==> src/inc/fasf_pkg.sv <==
package fasf_pkg;

    // ------------------------------------------------------------
    // status word layout
    // ------------------------------------------------------------
    localparam int POLL_POS    = 7;
    localparam int ACTIV_POS   = 6;
    localparam int OVERT_POS   = 5;
    localparam int WINDOW_POS  = 3;
    localparam logic [7:0] UNUSED_BITS = 8'h00;

    // ------------------------------------------------------------
    // timing
    // ------------------------------------------------------------
    localparam int CLK_HZ          = 50_000_000;
    localparam int ERASE_WAIT_US   = 50;
    localparam int ERASE_WAIT_CYC  =
        (ERASE_WAIT_US * (CLK_HZ / 1_000_000));
    localparam int PROG_LIMIT_CYC  = 100_000;
    localparam int ERASE_LIMIT_CYC = 2_000_000;
    localparam int CNT_W           = 24;

    // ------------------------------------------------------------
    // algorithm states
    // ------------------------------------------------------------
    typedef enum logic [2:0]
    {
        FASF_IDLE    = 3'b000,
        FASF_PROG    = 3'b001,
        FASF_EWAIT   = 3'b010,
        FASF_ERASE   = 3'b011,
        FASF_SUSP    = 3'b100,
        FASF_CERASE  = 3'b101
    } fasf_mode_type;

    typedef struct packed
    {
        logic       start_prog;
        logic       start_chip;
        logic       sector_cmd;
        logic       suspend;
        logic       resume;
        logic       reset_cmd;
    } fasf_cmd_type;

    typedef struct packed
    {
        logic       strobe;
        logic       own_bank;
        logic       in_erase_sect;
        logic [7:0] array_data;
    } fasf_rd_type;

endpackage

==> src/core/fasf_flags.sv <==
// What this block does
// - during write, poll bit returns inverted bit 7 of last programmed byte.
// - after write finishes, poll bit returns stored bit 7.
// - erasing sector reads poll bit 0, becomes 1 on erase completion.
// - suspended erase: poll bit 1 in erasing sector, else stored bit 7.
// - during an algorithm, the targeted address returns status, not array data.
// - activity bit inverts on each read of the commanded bank while write or erase runs.
// - after algorithm ends, activity bit returns stored bit 6.
// - suspended erase: activity bit 1 in erasing sector, else stored bit 6.
// - overtime bit 0 within time limit, 1 once limit exceeded.
// - programming 1 over 0 locks the algorithm until a reset command after overtime shows.
// - erase window bit 0 during erase wait, 1 after it.
// - during sector erase only suspend, or reset once overtime shows, is accepted.
// - suspended erase: window bit 0 in erasing sector, else stored bit 3.
// - window bit 0 in erasing sector while suspended; 0 on failed write, 1 on failed erase.
// - flags at bits 7, 6, 5 and 3; other bits zero.
// - flags only on the commanded bank; other banks read array data.
`timescale 1ns/10ps
`default_nettype none
module fasf_flags
    import fasf_pkg::*;
#(
    parameter int PROG_LIMIT  = PROG_LIMIT_CYC,  // write time limit, cycles
    parameter int ERASE_LIMIT = ERASE_LIMIT_CYC, // erase time limit, cycles
    parameter int EWAIT_LIMIT = ERASE_WAIT_CYC,  // sector erase wait, cycles
    parameter int PROG_CYC    = 400,             // nominal write time
    parameter int ERASE_CYC   = 40_000           // nominal erase time
)
(
    input  wire logic         ref_clk,   // system clock
    input  wire logic         rstn,      // async reset, active low
    input  wire logic         clk_en,    // freezes state when low
    input  wire fasf_cmd_type cmd,       // decoded command pulses
    input  wire logic [7:0]   prog_data, // byte being programmed
    input  wire logic [7:0]   prog_old,  // byte currently stored there
    input  wire fasf_rd_type  rd,        // read strobe and context
    output logic [7:0]        rd_data,   // registered read data
    output logic              busy,      // algorithm running
    output logic              overtime   // time limit exceeded
);

    typedef struct packed
    {
        fasf_mode_type    mode_r;
        logic [CNT_W-1:0] run_cnt_r;
        logic [CNT_W-1:0] wait_cnt_r;
        logic             locked_r;
        logic             overt_r;
        logic [7:0]       last_r;
        logic [7:0]       rd_r;
    } fasf_state_type;

    fasf_state_type st_r;
    fasf_state_type st_nxt;
    logic           tog_bit;
    logic           tog_clear;
    logic           tog_step;
    logic           running;
    logic [7:0]     status;

    localparam logic [CNT_W-1:0] ONE_CNT = {{(CNT_W-1){1'b0}}, 1'b1};

    // ------------------------------------------------------------
    // toggle source
    // ------------------------------------------------------------
    assign running   = (st_r.mode_r == FASF_PROG) ||
                       (st_r.mode_r == FASF_EWAIT) ||
                       (st_r.mode_r == FASF_ERASE) ||
                       (st_r.mode_r == FASF_CERASE);
    // a command ignored mid-algorithm must not restart the toggle
    assign tog_clear = (st_r.mode_r == FASF_IDLE) &&
                       (cmd.start_prog || cmd.start_chip || cmd.sector_cmd);
    assign tog_step  = rd.strobe && rd.own_bank && running;

    fasf_toggle u_toggle
    (
        .ref_clk (ref_clk),
        .rstn    (rstn),
        .clk_en  (clk_en),
        .clear   (tog_clear),
        .step    (tog_step),
        .bit_out (tog_bit)
    );

    // ------------------------------------------------------------
    // status word
    // ------------------------------------------------------------
    always_comb
    begin
        status = UNUSED_BITS;
        case (st_r.mode_r)
            FASF_PROG:
            begin
                status[POLL_POS]   = ~st_r.last_r[POLL_POS];
                status[ACTIV_POS]  = tog_bit;
                status[OVERT_POS]  = st_r.overt_r;
                status[WINDOW_POS] = 1'b0;
            end
            FASF_EWAIT:
            begin
                status[ACTIV_POS]  = tog_bit;
                status[WINDOW_POS] = 1'b0;
            end
            FASF_ERASE, FASF_CERASE:
            begin
                status[POLL_POS]   = 1'b0;
                status[ACTIV_POS]  = tog_bit;
                status[OVERT_POS]  = st_r.overt_r;
                status[WINDOW_POS] = 1'b1;
            end
            FASF_SUSP:
            begin
                // the erasing sector shows 1,1,0,0; others read array
                status[POLL_POS]   = 1'b1;
                status[ACTIV_POS]  = 1'b1;
                status[WINDOW_POS] = 1'b0;
            end
            default:
                status = UNUSED_BITS;
        endcase
    end

    // ------------------------------------------------------------
    // sequencer
    // ------------------------------------------------------------
    always_comb
    begin
        st_nxt = st_r;
        if (st_r.run_cnt_r != {CNT_W{1'b1}})
            st_nxt.run_cnt_r = st_r.run_cnt_r + ONE_CNT;
        case (st_r.mode_r)
            FASF_IDLE:
            begin
                if (cmd.start_prog)
                begin
                    st_nxt.mode_r    = FASF_PROG;
                    st_nxt.last_r    = prog_data;
                    st_nxt.run_cnt_r = '0;
                    st_nxt.overt_r   = 1'b0;
                    // a 1 cannot be written over a 0
                    st_nxt.locked_r  = |(prog_data & ~prog_old);
                end
                else if (cmd.start_chip)
                begin
                    st_nxt.mode_r    = FASF_CERASE;
                    st_nxt.run_cnt_r = '0;
                    st_nxt.overt_r   = 1'b0;
                    st_nxt.locked_r  = 1'b0;
                end
                else if (cmd.sector_cmd)
                begin
                    st_nxt.mode_r     = FASF_EWAIT;
                    st_nxt.wait_cnt_r = '0;
                    st_nxt.overt_r    = 1'b0;
                    st_nxt.locked_r   = 1'b0;
                end
            end
            FASF_PROG:
            begin
                // all commands ignored, only reset escapes a lock
                if (cmd.reset_cmd && st_r.overt_r)
                begin
                    st_nxt.mode_r  = FASF_IDLE;
                    st_nxt.overt_r = 1'b0;
                end
                else if (!st_r.locked_r &&
                         st_r.run_cnt_r >= CNT_W'(PROG_CYC))
                    st_nxt.mode_r = FASF_IDLE;
                else if (st_r.run_cnt_r >= CNT_W'(PROG_LIMIT))
                    st_nxt.overt_r = 1'b1;
            end
            FASF_EWAIT:
            begin
                if (cmd.sector_cmd)
                    st_nxt.wait_cnt_r = '0;
                else if (st_r.wait_cnt_r >= CNT_W'(EWAIT_LIMIT - 1))
                begin
                    st_nxt.mode_r    = FASF_ERASE;
                    st_nxt.run_cnt_r = '0;
                end
                else
                    st_nxt.wait_cnt_r = st_r.wait_cnt_r + ONE_CNT;
            end
            FASF_ERASE, FASF_CERASE:
            begin
                if (cmd.reset_cmd && st_r.overt_r)
                begin
                    st_nxt.mode_r  = FASF_IDLE;
                    st_nxt.overt_r = 1'b0;
                end
                else if (cmd.suspend && st_r.mode_r == FASF_ERASE)
                begin
                    st_nxt.mode_r = FASF_SUSP;
                end
                else if (st_r.run_cnt_r >= CNT_W'(ERASE_CYC))
                    st_nxt.mode_r = FASF_IDLE;
                else if (st_r.run_cnt_r >= CNT_W'(ERASE_LIMIT))
                    st_nxt.overt_r = 1'b1;
            end
            FASF_SUSP:
            begin
                // counter holds while suspended
                st_nxt.run_cnt_r = st_r.run_cnt_r;
                if (cmd.resume)
                    st_nxt.mode_r = FASF_ERASE;
            end
            default:
                st_nxt.mode_r = FASF_IDLE;
        endcase

        // status only on own bank and relevant address
        if (rd.strobe)
        begin
            if (!rd.own_bank || st_r.mode_r == FASF_IDLE)
                st_nxt.rd_r = rd.array_data;
            else if (st_r.mode_r == FASF_SUSP && !rd.in_erase_sect)
                st_nxt.rd_r = rd.array_data;
            else
                st_nxt.rd_r = status;
        end
    end

    always_ff @(posedge ref_clk or negedge rstn)
    begin
        if (!rstn)
            st_r <= '{mode_r: FASF_IDLE, default: '0};
        else if (clk_en)
            st_r <= st_nxt;
    end

    assign rd_data  = st_r.rd_r;
    assign busy     = running;
    assign overtime = st_r.overt_r;

    // ------------------------------------------------------------
    // checks
    // ------------------------------------------------------------
    prog_poll_a: assert property (@(posedge ref_clk) disable iff (!rstn)
        clk_en && rd.strobe && rd.own_bank && st_r.mode_r == FASF_PROG
        |=> rd_data[POLL_POS] == ~$past(st_r.last_r[POLL_POS]))
        else $error("write poll not inverted");

    erase_poll_a: assert property (@(posedge ref_clk) disable iff (!rstn)
        clk_en && rd.strobe && rd.own_bank && st_r.mode_r == FASF_ERASE
        |=> rd_data[POLL_POS] == 1'b0 && rd_data[WINDOW_POS] == 1'b1)
        else $error("erase status wrong");

    susp_in_a: assert property (@(posedge ref_clk) disable iff (!rstn)
        clk_en && rd.strobe && rd.own_bank && rd.in_erase_sect &&
        st_r.mode_r == FASF_SUSP
        |=> rd_data[7:6] == 2'b11 && rd_data[WINDOW_POS] == 1'b0)
        else $error("suspend status wrong");

    idle_data_a: assert property (@(posedge ref_clk) disable iff (!rstn)
        clk_en && rd.strobe && st_r.mode_r == FASF_IDLE
        |=> rd_data == $past(rd.array_data))
        else $error("idle read not array data");

    other_bank_a: assert property (@(posedge ref_clk) disable iff (!rstn)
        clk_en && rd.strobe && !rd.own_bank
        |=> rd_data == $past(rd.array_data))
        else $error("other bank got status");

    lock_hold_a: assert property (@(posedge ref_clk) disable iff (!rstn)
        clk_en && st_r.mode_r == FASF_PROG && st_r.locked_r &&
        !cmd.reset_cmd |=> st_r.mode_r == FASF_PROG)
        else $error("locked write completed");

    ewait_win_a: assert property (@(posedge ref_clk) disable iff (!rstn)
        clk_en && rd.strobe && rd.own_bank && st_r.mode_r == FASF_EWAIT
        |=> rd_data[WINDOW_POS] == 1'b0 && rd_data[POLL_POS] == 1'b0)
        else $error("wait window wrong");

    erase_ignore_a: assert property (@(posedge ref_clk) disable iff (!rstn)
        clk_en && st_r.mode_r == FASF_ERASE && !cmd.suspend &&
        !cmd.reset_cmd && st_r.run_cnt_r < CNT_W'(ERASE_CYC)
        |=> st_r.mode_r == FASF_ERASE)
        else $error("erase left early");

    overt_set_a: assert property (@(posedge ref_clk) disable iff (!rstn)
        clk_en && st_r.mode_r == FASF_PROG && st_r.locked_r &&
        !cmd.reset_cmd && st_r.run_cnt_r >= CNT_W'(PROG_LIMIT)
        |=> st_r.overt_r)
        else $error("overtime not raised");

    unused_a: assert property (@(posedge ref_clk) disable iff (!rstn)
        clk_en && rd.strobe && rd.own_bank && running
        |=> rd_data[4] == 1'b0 && rd_data[2:0] == 3'b000)
        else $error("unused status bits set");

    reset_clr_a: assert property (@(posedge ref_clk) disable iff (!rstn)
        clk_en && cmd.reset_cmd && st_r.overt_r && running
        |=> st_r.mode_r == FASF_IDLE && !st_r.overt_r)
        else $error("reset command ignored");

    chip_poll_a: assert property (@(posedge ref_clk) disable iff (!rstn)
        clk_en && rd.strobe && rd.own_bank && st_r.mode_r == FASF_CERASE
        |=> rd_data[POLL_POS] == 1'b0 && rd_data[WINDOW_POS] == 1'b1)
        else $error("chip erase status wrong");

    tog_clear_a: assert property (@(posedge ref_clk) disable iff (!rstn)
        clk_en && tog_clear |=> tog_bit == 1'b0)
        else $error("toggle not cleared at start");

endmodule
`default_nettype wire

==> src/core/fasf_toggle.sv <==
`timescale 1ns/10ps
`default_nettype none
module fasf_toggle
    import fasf_pkg::*;
(
    input  wire logic ref_clk,  // system clock
    input  wire logic rstn,     // async reset, active low
    input  wire logic clk_en,   // freezes state when low
    input  wire logic clear,    // new algorithm starts
    input  wire logic step,     // qualifying read strobe
    output logic      bit_out   // toggle flip-flop
);

    typedef struct packed
    {
        logic tog_r;
    } fasf_tog_type;

    fasf_tog_type st_r;
    fasf_tog_type st_nxt;

    always_comb
    begin
        st_nxt = st_r;
        if (clear)
            st_nxt.tog_r = 1'b0;
        else if (step)
            st_nxt.tog_r = ~st_r.tog_r;
    end

    always_ff @(posedge ref_clk or negedge rstn)
    begin
        if (!rstn)
            st_r <= '0;
        else if (clk_en)
            st_r <= st_nxt;
    end

    assign bit_out = st_r.tog_r;

    toggle_step_a: assert property (@(posedge ref_clk) disable iff (!rstn)
        clk_en && step && !clear |=> bit_out != $past(bit_out))
        else $error("toggle did not invert");

endmodule
`default_nettype wire

==> config.mk <==
export PLATFORM = sky130hd
export DESIGN_NAME = fasf_flags
export DESIGN_NICKNAME = d
export VERILOG_FILES = /design/src/inc/fasf_pkg.sv /design/src/core/fasf_flags.sv /design/src/core/fasf_toggle.sv
export SDC_FILE = /design/constraint.sdc
export NUM_CORES = 1
export LEC_CHECK = 0
export ABC_AREA = 1
export BUFFER_PORTS_ARGS = -buffer_cell sky130_fd_sc_hd__buf_2
export CAP_MARGIN = 0
export CORE_UTILIZATION = 30
export DETAILED_ROUTE_END_ITERATION = 7
export HOLD_SLACK_MARGIN = 0.03
export PLACE_DENSITY = 0.57
export SLEW_MARGIN = 10
export SYNTH_ARGS = -nofsm -noshare
export SYNTH_HDL_FRONTEND = slang
export SYNTH_SLANG_ARGS = --single-unit
==> constraint.sdc <==
create_clock -name ref_clk -period 4.34 [get_ports ref_clk]
set_input_delay 0.868 -clock ref_clk [delete_from_list [all_inputs] [get_ports ref_clk]]
set_output_delay 0.868 -clock ref_clk [all_outputs]
set_load 0.02 [all_outputs]
## Yosys cells after proc, flatten, opt, wreduce, memory -nomap -nowiden

Cells that the tools add are included.
W data, S select, Z words.

| storage, ports and cells | value |
|---|---|
| register bits after elaboration | 70 |
| input bits | 36 |
| output and inout port bits | 10 |

| cells by class | value |
|---|---|
| add/subtract/negate cells | 2 |
| $lt $le $gt $ge | 5 |
| equal/unequal tests | 21 |
| muxes and demuxes | 39 |
| bitwise gates (word level) | 5 |
| reduce and logical (&&, ||, !) cells | 33 |

Operators by type and width:

| kind | number |
|---|---|
| $mux W24 | 6 |
| $mux W27 | 3 |
| $pmux W24 S3 | 1 |
| $add A24 B1 Y24 const B | 2 |
| $pmux W24 S2 | 1 |
| $mux W26 | 1 |
| $ge A24 B12 Y1 const B | 1 |
| $ge A24 B16 Y1 const B | 1 |
| $ge A24 B17 Y1 const B | 1 |
| $ge A24 B21 Y1 const B | 1 |
| $ge A24 B9 Y1 const B | 1 |
| $mux W3 | 8 |
| $ne A24 B24 Y1 const B | 1 |
| $mux W8 | 2 |
| $ne A3 B3 Y1 const B | 5 |
| $pmux W3 S5 | 1 |
| $mux W1 | 11 |
| $ne A2 B2 Y1 const B | 5 |
| $and A8 B8 Y8 | 1 |
| $ne A4 B4 Y1 const B | 2 |
| $not A8 Y8 | 1 |
| $reduce_and A8 Y1 | 1 |
| $reduce_or A8 Y1 | 1 |
| $logic_and A1 B1 Y1 | 7 |
| other kinds (21) | 40 |

## Longest topological paths before layout

Gate-level depths: netlist of run 1.

| depth | value |
|---|---|
| depth in word-level cells | 7 |
| mapped depth | 13 |
| depth with buffers taken out | 13 |

## By module

Synthesis of run 1 repeated with hierarchy kept, for this count alone.

| second synthesis, totals | value |
|---|---|
| cell total of the unflattened synthesis | 544 |
| area, all modules | 3886.2 µm² |

By module, submodules not included:

| module | instances | cells each | area an instance (µm²) | sequential area each (µm²) |
|---|---|---|---|---|
| fasf_flags | 1 | 536 | 3834.9 | 1551.5 |
| fasf_toggle | 1 | 8 | 51.3 | 25.0 |

## Worst setup path before layout of run 1

No wires, ideal clock.

| timing path | value |
|---|---|
| path kind | input to register |
| start | in cmd[4] in the netlist's numbering |
| end | reg st_r[27] in the netlist's numbering |
| setup time | 0.122 ns |
| arrival | 1.614 ns |
| path slack | 2.603 ns |
| cell stages on the path | 7 |
| path buffers | 1 |
| cells stage by stage | inv_1 a21oi_1 nor3_4 nand2_4 buf_6 a21oi_1 a21oi_2 |

| between the ends | value |
|---|---|
| word-level cells in the longest chain between the ends | 2 |

Ends and longest elaborated chain:

| what | line | text |
|---|---|---|
| start: declaration | fasf_flags.sv:33 | `input wire fasf_cmd_type cmd,` |
| $ne A2 B2 Y1 (no source line) | n/a |  |
| $reduce_and A6 Y1 (no source line) | n/a |  |
| end signal: assignment | fasf_flags.sv:228 | `st_r <= st_nxt;` |
| end: declaration | fasf_flags.sv:53 | `fasf_state_type st_r;` |

Every way passes these cells.
A chain may end at the register's enable or synchronous reset.

## Worst setup path in the final report of run 1

| timing path | value |
|---|---|
| start | reg st_r[68] in the netlist's numbering |
| end | out busy |

| between the ends | value |
|---|---|
| word-level cells in the longest chain between the ends | 4 |
| elaborated cells between the ends (all ways) | 7 |
| classes of those cells | eq/ne: 4; reduce/logical: 3 |

Ends and longest elaborated chain:

| what | line | text |
|---|---|---|
| $eq A3 B1 Y1 / $eq A3 B2 Y1 (equally long branches) | fasf_flags.sv:66, fasf_flags.sv:67 |  |
| $logic_or A1 B1 Y1 | fasf_flags.sv:66 | `assign running = (st_r.mode_r == FASF_PROG) \|\|` |
| $logic_or A1 B1 Y1 | fasf_flags.sv:67 | `(st_r.mode_r == FASF_EWAIT) \|\|` |
| $logic_or A1 B1 Y1 (*) | fasf_flags.sv:68 | `(st_r.mode_r == FASF_ERASE) \|\|` |
| end: declaration | fasf_flags.sv:38 | `output logic busy,` |

Mark *: on every way between the ends. The rest lies on a longest branch, timed or not.

==> impl_metrics.json, run 1 <==
{
  "synth_area_leaders": "dfrtp_1, nand2_1, nor2_1",
  "yosysTopAreaCellShare_pct": 38.8,
  "filler_cell_count": 1397,
  "initialDrtViolationCount": 217,
  "ys_ff_latch": 63,
  "synth_compound_area_share_pct": 9.33,
  "crit_arrival_ns": 1.33,
  "dr.pass1.iters": 5,
  "initial_utilization_pct": 30.7,
  "wl_mm": 9.68,
  "synth_top_family_by_area": "simple AND/OR/NAND/NOR gates",
  "clock_skew_ns": 0.00614,
  "hpwl_mm": 7.44,
  "cts_tree": "done",
  "hold_buffers": 0,
  "synthAdderAreaFrac_pct": 0.924,
  "place_congestion": 0.915,
  "viasPerCell": 4.61,
  "synthDistinctLibCells": 39,
  "fin_nets": 671,
  "synth-edff-count": 0,
  "r2r-start": "st_r[42]",
  "antenna_cells": 0,
  "route.detailed.drc": 0,
  "holdCritPathClass": "flop to flop",
  "worstSetupPathType": "flop to primary output",
  "slew_viol_final": 0,
  "slowest_stage": "dfrtp_1",
  "cp-start-kind": "flop",
  "cts_setup_buffers": 0,
  "cpLargestDelayFamily": "flip-flops",
  "grt_max_degree": 37,
  "fmax_mhz": 454,
  "crit_chain": "inv_2 > nand2_2 > nand2_1 > buf_2",
  "cpPeakStageDelay_ns": 0.44,
  "path_max_fanout": 7,
  "post-route-util_pct": 35.4,
  "finalSetupViolations": 0,
  "antenna_found_initial": 0,
  "rsz0062_at_grt": "no",
  "yosysSeqAreaShare_pct": 38.8,
  "fin_tns_setup_ns": 0,
  "syn_area_um2": 4060,
  "clkTransAtPathRegs_ns": 0.06,
  "numCtsBuffers": 9,
  "ant_nets": 0,
  "ctsResizeCount": 0,
  "drive_gt1_share_pct": 16.0,
  "syn_to_final_growth_pct": 15.5,
  "regToRegSetupSlack_ns": 2.39,
  "fin_crit_sh_pct": 50.7,
  "syn_inst": 588,
  "drv_cap": 0,
  "clk_latency_ns": 0.33,
  "synth-async-reset-ratio_pct": 100,
  "grt_pass1_vias": 3579,
  "crit_path_end_kind": "primary output",
  "hold_start": "rd_data[6]",
  "cp.required_ns": 3.47,
  "power_leakage_nw": 2.36,
  "die-width_um": 118,
  "synth_area_per_cell_um2": 6.91,
  "wl_per_cell_um": 11.9,
  "yosys.area_share.xor_xnor_pct": 0.863,
  "ys.flop_type": "dfrtp_1",
  "ys_top_cells_by_count": "nand2_1, nor2_1, inv_1",
  "num_vias": 3745,
  "grt-ovfl-total": 0,
  "post-route-min-period_ns": 2.20,
  "io_pins": 46,
  "rows": 42,
  "dieArea_um2": 14000,
  "track_usage_pct": 14.8,
  "worst_slew_pin_slew_ns": 0.698,
  "synth.most_common_cell": "nand2_1",
  "total_power_mw": 2.09,
  "status": "finished, final reports clean",
  "relSlewSlack_pct": 53.5,
  "htree_levels": 3,
  "chipHeight_um": 118,
  "clockRootBuffer": "clkbuf_16",
  "synthSimpleGateAreaFrac_pct": 38.2,
  "yosysWarnings": 0,
  "p_per_area_nw_per_um2": 445,
  "synth.mux.area_fraction_pct": 0,
  "synth.largest_area_cell": "dfrtp_1",
  "syn_nets": 627,
  "hold_viol_final": 0,
  "path_buf_inv": 2,
  "core_area_um2": 13200,
  "startpoint": "st_r[68]",
  "cts.sink_count": 63,
  "grt_pass1_wl_mm": 16.7,
  "peakVddDrop_uv": 179,
  "clock_path_buffers": 2,
  "numPortBuffers": 45
}
cell families (layout without fill, tap and decap cells):
group / after synthesis / after routing
simple gates: 346 / 346
buf+inv: 107 / 156
compound gates: 65 / 65
flops: 63 / 63
xor+xnor: 4 / 4
fa+ha+maj: 3 / 3
cell usage in the layout (no fill, tap or decap), drive strengths merged:
master    Yosys  layout
a21o          1       1
and2          1       1
a21oi        16      16
nand4        13      13
or2           1       1
clkinvlp      0       4
inv          92      92
nor4          2       2
o22ai         6       6
nor2        106     106
a21boi        1       1
o211ai        2       2
bufinv        0       1
buf          13      46
dfrtp        63      63
clkbuf        0       9
o21bai        2       2
ha            3       3
o21a          2       2
nand2       166     166
nand3b        2       2
xor2          4       4
clkinv        2       4
nand3        40      40
o221ai        1       1
o21ai        34      34
nor3         15      15
registers in the layout (all words and copies together) (netlist names):
name,flops
overtime,1
rd_data,8
st_r,53
u_toggle.bit_out,1
where the power goes:
group / switching [mW] / internal [mW] / leakage [nW]
sequential: 0.0742 / 0.672 / 0.854
clock: 0.276 / 0.444 / 0.134
combinational: 0.427 / 0.196 / 1.37
total: 0.777 / 1.31 / 2.36
per-stage QoR:
stage / setup slack (ns) / instances / area, um^2 / hold WS [ns]
after detailed placement: 2.27 / 797 / 4390 / 0.464
after CTS: 2.14 / 813 / 4690 / 0.477
after global placement: 2.28 / 797 / 4390 / 0.463
final: 2.14 / 813 / 4690 / 0.472
after global routing: 2.09 / 813 / 4690 / 0.485
after floorplan: 2.60 / 588 / 4060 / 0.451
worst min-delay path, delay by kind of cell (launching register included):
kind | cells | cell delay (ns)
flops | 1 | 0.33
simple gates | 2 | 0.11
final cells by class:
| cell class | count | area, um^2 | share of cell area (%) |
|---|---|---|---|
| inverters | 94 | 360 | 7.68 |
| repair buffers | 46 | 233 | 4.96 |
| clock inverters | 7 | 73.8 | 1.57 |
| clock buffers | 9 | 225 | 4.80 |
| flip-flops and latches | 63 | 1580 | 33.6 |
| well taps | 176 | 220 | 4.69 |
| multi-input cells | 418 | 2000 | 42.7 |
layer usage:
metal  track usage [%]  part of all wire [%]
met4              5.61                   1.8
met1              20.8                    50
met2              23.0                    44
met5                 0                     0
met3              2.08                   3.8
worst paths after layout:
path,to,depth (start not counted)
min reg2reg,rd_data[6],2
min in group asynchronous,rd_data[0],1
max,busy,4
max in group asynchronous,st_r[64],2
min,rd_data[6],2
max reg2reg,st_r[51],12
(Power assumes the default switching activity.)
==> run 2: changes to the inputs <==
ABC_AREA = 0   (was 1)
clock period = 2.17 ns   (was 4.34 ns; I/O delays follow)
==> run 2 against run 1 <==
Effect of this change:
- clock power is 120% higher
- sequential power up 100%
- area after synthesis fell by 6.4%
- largest cell class unchanged
- largest power group is now the clock network
- highest routed layer unchanged
==> impl_metrics.json, run 2 <==
{
  "grt-ovfl-total": 0,
  "drive_gt1_share_pct": 25.6,
  "post-route-util_pct": 40.0,
  "clock_power_share_pct": 33.8,
  "clock_skew_ns": 0.00766,
  "syn_to_final_growth_pct": 28.1,
  "synth-edff-count": 0,
  "clockRootBuffer": "clkbuf_16",
  "syn_inst": 430,
  "die-width_um": 115,
  "place_congestion": 0.843,
  "place_area_um2": 4380,
  "power_leakage_nw": 2.16,
  "slew_viol_final": 0,
  "syn_nets": 469,
  "pwr-share-seq_pct": 32.8,
  "fin_nets": 545,
  "synth_area_leaders": "dfrtp_1, nand2_1, xnor2_1",
  "hpwl_mm": 7.16,
  "path_max_fanout": 5,
  "synth.most_common_cell": "dfrtp_1",
  "fin_tns_setup_ns": 0,
  "dr.pass1.iters": 4,
  "cts_tree": "done",
  "slowest_stage": "or4_4",
  "swShare_pct": 34.0,
  "p_int_mw": 3.06,
  "dieArea_um2": 13100,
  "syn_area_um2": 3800,
  "cp.required_ns": 2.43,
  "power_switching_mw": 1.58,
  "hold_viol_final": 0,
  "grt_pass1_wl_mm": 16.6,
  "htree_levels": 3,
  "yosysTopAreaCellShare_pct": 41.5,
  "synth.largest_area_cell": "dfrtp_1",
  "drv_cap": 0,
  "power.share.combinational_pct": 33.4,
  "ys_top_cells_by_count": "dfrtp_1, nand2_1, nor2_1",
  "ys.flop_type": "dfrtp_1",
  "rows": 40,
  "largest_reg_flops": 53,
  "relSlewSlack_pct": 64.9,
  "yosysSeqAreaShare_pct": 41.5,
  "final_common_cell": "dfrtp_1",
  "synthDistinctLibCells": 63,
  "cpPeakStageDelay_ns": 0.48,
  "chipHeight_um": 115,
  "clock_path_buffers": 2,
  "crit_arrival_ns": 2.38,
  "numPortBuffers": 45,
  "fin_crit_sh_pct": 97.9,
  "ant_nets": 0,
  "num_vias": 3512,
  "cp-start-kind": "flop",
  "cts.sink_count": 63,
  "worst_slew_pin_slew_ns": 0.513,
  "initial_utilization_pct": 31.2,
  "holdCritPathClass": "input port to asynchronous set/reset pin",
  "antenna_cells": 0,
  "crit_chain": "ha_4 > nor4_4 > a211oi_2 > a211o_4 > or4_4 > a21oi_1",
  "regMostFlops": "st_r",
  "peakVddDrop_uv": 396,
  "antenna_found_initial": 0,
  "post-route-min-period_ns": 2.12,
  "numCtsBuffers": 9,
  "most-common-layout-cells": "dfrtp_1, buf_2, buf_4",
  "grt_pass1_vias": 3409,
  "viasPerCell": 5.17,
  "finalSetupViolations": 0,
  "core_area_um2": 12200,
  "filler_cell_count": 1186,
  "yosysWarnings": 0,
  "crit_path_end_kind": "flop",
  "status": "finished, final reports clean",
  "fin_area_um2": 4870,
  "worstSetupPathType": "flop to flop",
  "clkTransAtPathRegs_ns": 0.05,
  "route.detailed.drc": 0,
  "wl_per_cell_um": 14.6,
  "initialDrtViolationCount": 145,
  "p_per_area_nw_per_um2": 954,
  "synth-async-reset-ratio_pct": 100,
  "ys_ff_latch": 63,
  "synth_area_per_cell_um2": 8.84,
  "clk_latency_ns": 0.33,
  "track_usage_pct": 16.2,
  "fmax_mhz": 471,
  "io_pins": 46,
  "wl_mm": 9.93,
  "grt_max_degree": 44
}
## run 2: changes by cell type after synthesis, sizes merged, moves of 10 or more
cell | previous run | this run
nor2 | 106 | 34
nor4 | 2 | 14
nand2 | 166 | 42
xnor2 | 0 | 15
and4 | 0 | 10
nor2b | 0 | 11
inv | 92 | 21
nand3 | 40 | 15
## run 2: cells by family after synthesis
family,synth area share [%]
AND/OR/NAND/NOR,28.5
XOR/XNOR,3.92
multiplexers,1.38
flip-flops,41.5
adder cells (fa/ha/maj),1.25
AO/OA/AOI/OAI,17.9
buffers and inverters,5.53
## run 2: final timing paths
check                                start          to  slack [ns]  depth (start not counted)
worst min register to register  rd_data[6]  rd_data[6]        0.47                          2
min in group ref_clk                 rd[2]  rd_data[2]        0.35                          3
worst max register to register    st_r[18]    st_r[25]        0.05                          6
worst min-delay path                  rstn    st_r[47]        0.09                          1
max in group asynchronous             rstn    st_r[66]        1.45                          2
worst max-delay path              st_r[18]    st_r[25]        0.05                          6
## run 2: per-layer routing
metal	GRT usage (%)	share of wire (%)	up-vias	wire, um
li1	-	-	1729	-
met1	20.7	47	1704	4700
met2	26.3	47	62	4640
met3	4.18	4.0	17	395
met4	5.97	2.0	0	197
met5	0	0	-	0
## run 2: through the flow
| step | std cells | total power, mW | worst slack, ns | hold slack [ns] |
|---|---|---|---|---|
| after global placement | 653 | 2.97 | 0.0943 | 0.452 |
| final | 679 | 4.64 | 0.0456 | 0.0929 |
| after CTS | 669 | 4.59 | -0.00421 | 0.113 |
| after detailed placement | 653 | 2.99 | 0.0287 | 0.457 |
| after global routing | 679 | 4.94 | -0.00298 | 0.140 |
| after floorplan | 430 | 2.47 | 0.184 | 0.138 |
## run 2: cell type report
class,count,area [um^2],share of cell area [%]
Inverter,21,78.8,1.62
Tap cell,168,210,4.32
Timing Repair Buffer,90,576,11.8
Clock buffer,13,260,5.35
Sequential cell,63,1580,32.4
Clock inverter,3,65.1,1.34
Multi-Input combinational cell,321,2100,43.1
## run 2: repair_timing
item / CTS / global route
setup endpoints to repair: 2 / 11
pin swaps: 0 / 6
gates resized for setup: 2 / 13
hold buffers: 0 / 0
hold endpoints to repair: 0 / 0
setup buffers: 0 / 10
## run 2: power groups by stage
stage,sequential [mW],combinational [mW],clock [mW]
floorplan,1.46,1.00,0
global placement,1.53,1.44,0
detailed placement,1.53,1.46,0
CTS,1.52,1.48,1.59
global route,1.55,1.74,1.65
finish,1.52,1.55,1.57
## run 2: critical path, delay by kind of cell (launching register included)
kind / cells / cell delay [ns]
flops: 1 / 0.42
simple gates: 2 / 0.81
compound gates: 3 / 0.63
fa+ha+maj: 1 / 0.19
==> run 3: changes to the inputs <==
==> constraint.sdc (replaced) <==
create_clock -name ref_clk -period 2.17 [get_ports ref_clk]
set_input_delay 0.217 -clock ref_clk [delete_from_list [all_inputs] [get_ports ref_clk]]
set_output_delay 0.217 -clock ref_clk [all_outputs]
set_load 0.02 [all_outputs]
==> run 3 against run 2 <==
Effect of this change:
- combinational power down 7%
- global-route usage up 0.22 points
- utilization down 1.2 points
- worst hold slack better by 0.020 ns
- sequential share of layout area up 0.97 points
- largest power group is now registers
- highest routed layer unchanged
==> impl_metrics.json, run 3 (same netlist as run 2, synthesis figures left out) <==
{
  "slew_viol_final": 0,
  "chipHeight_um": 115,
  "clk_latency_ns": 0.34,
  "grt_pass1_wl_mm": 16.9,
  "final_cells": 665,
  "crit_chain": "o21ai_0 > nand4_4 > a211o_4 > or4_4 > a21oi_2",
  "most-common-layout-cells": "dfrtp_1, buf_2, nand2_1",
  "die-width_um": 115,
  "fin_crit_sh_pct": 95.3,
  "rows": 40,
  "slowest_stage": "or4_4",
  "holdCritPathClass": "input port to flop",
  "worstSetupPathType": "flop to flop",
  "peakVddDrop_uv": 355,
  "status": "finished, final reports clean",
  "drive_gt1_share_pct": 23.0,
  "grt-ovfl-total": 0,
  "regMostFlops": "st_r",
  "wl_per_cell_um": 14.8,
  "syn_to_final_growth_pct": 24.3,
  "dp_slack_ns": -0.0329,
  "worstRegToRegCells": 5,
  "grt_pass1_vias": 3440,
  "cts.sink_count": 63,
  "fin_nets": 530,
  "hpwl_mm": 7.19,
  "drv_cap": 0,
  "hold_viol_final": 0,
  "worst_slack_ns": 0.101,
  "path_max_fanout": 10,
  "initialDrtViolationCount": 194,
  "numCtsBuffers": 9,
  "post-route-min-period_ns": 2.07,
  "cpPeakStageDelay_ns": 0.49,
  "cp-start-kind": "flop",
  "total_power_mw": 4.45,
  "cts_tree": "done",
  "io_pins": 46,
  "antenna_found_initial": 1,
  "num_vias": 3454,
  "dieArea_um2": 13100,
  "core_area_um2": 12200,
  "htree_levels": 3,
  "clock_skew_ns": 0.00989,
  "final_common_cell": "dfrtp_1",
  "cp.required_ns": 2.45,
  "numPortBuffers": 45,
  "ant_nets": 0,
  "initial_utilization_pct": 31.2,
  "viasPerCell": 5.19,
  "crit_path_end_kind": "flop",
  "route.detailed.drc": 0,
  "worst_slew_pin_slew_ns": 0.548,
  "place_congestion": 0.817,
  "fmax_mhz": 483,
  "finalSetupViolations": 0,
  "track_usage_pct": 16.4,
  "power_leakage_nw": 2.08,
  "crit_arrival_ns": 2.34,
  "whs_ns": 0.113,
  "p_per_area_nw_per_um2": 941,
  "dr.pass1.iters": 4,
  "wl_mm": 9.87,
  "grt_max_degree": 44,
  "clkTransAtPathRegs_ns": 0.06,
  "rsz0062_at_grt": "no",
  "largest_reg_flops": 53,
  "clock_path_buffers": 2,
  "relSlewSlack_pct": 62.5,
  "hold_depth": 3,
  "clockRootBuffer": "clkbuf_16",
  "dp_cells": 646
}
## run 3: worst paths after layout
path	slack [ns]	end	startpoint
hold / removal	0.11	rd_data[0]	rd[0]
setup reg to reg	0.10	st_r[25]	st_r[27]
max in group asynchronous	1.14	st_r[66]	rstn
hold reg to reg	0.48	rd_data[3]	rd_data[3]
min in group asynchronous	0.41	st_r[30]	rstn
setup / recovery	0.10	st_r[25]	st_r[27]
## run 3: final cells by class
cell class	instances	area, um^2
Fill cell	1227	7440
Multi-Input combinational cell	321	2080
Sequential cell	63	1580
Timing Repair Buffer	75	465
Clock buffer	10	239
Tap cell	168	210
Inverter	21	78.8
Clock inverter	6	67.6
Antenna cell	1	2.50
## run 3: metrics by stage
step                      setup TNS, ns  util [%]  cell area, um^2
final                                 0      38.8             4720
after detailed placement        -0.0329      35.6             4330
after global placement                0      35.6             4330
after floorplan                       0         -             3800
after CTS                             0      38.3             4660
after global routing                  0      38.8             4720
## run 3: per-layer routing
metal	up-vias	GRT usage (%)	wire length (um)
met5	-	0	0
met4	0	5.37	136
met3	9	4.61	467
met2	71	26.4	4740
met1	1673	21.3	4520
li1	1701	-	-
## run 3: power breakdown
part | switching [mW] | leakage (nW) | internal [mW] | total [mW]
logic | 0.861 | 1.08 | 0.579 | 1.44
registers | 0.188 | 0.851 | 1.33 | 1.52
clock network | 0.564 | 0.146 | 0.925 | 1.49
## run 3: critical path, delay by kind of cell, from the launching register on
| family | cells | cell delay (ns) |
|---|---|---|
| AND/OR/NAND/NOR | 2 | 0.70 |
| AO/OA/AOI/OAI | 3 | 0.87 |
| flip-flops | 1 | 0.42 |
## run 3: what timing repair did
item / 4_1_cts / 5_1_grt
gates resized for setup: 1 / 11
buffers inserted: 0 / 1
hold buffers: 1 / 0
endpoints found under the setup margin: 1 / 11
pin swaps: 0 / 2
cloned: 0 / 0
hold endpoints to repair: 20 / 0
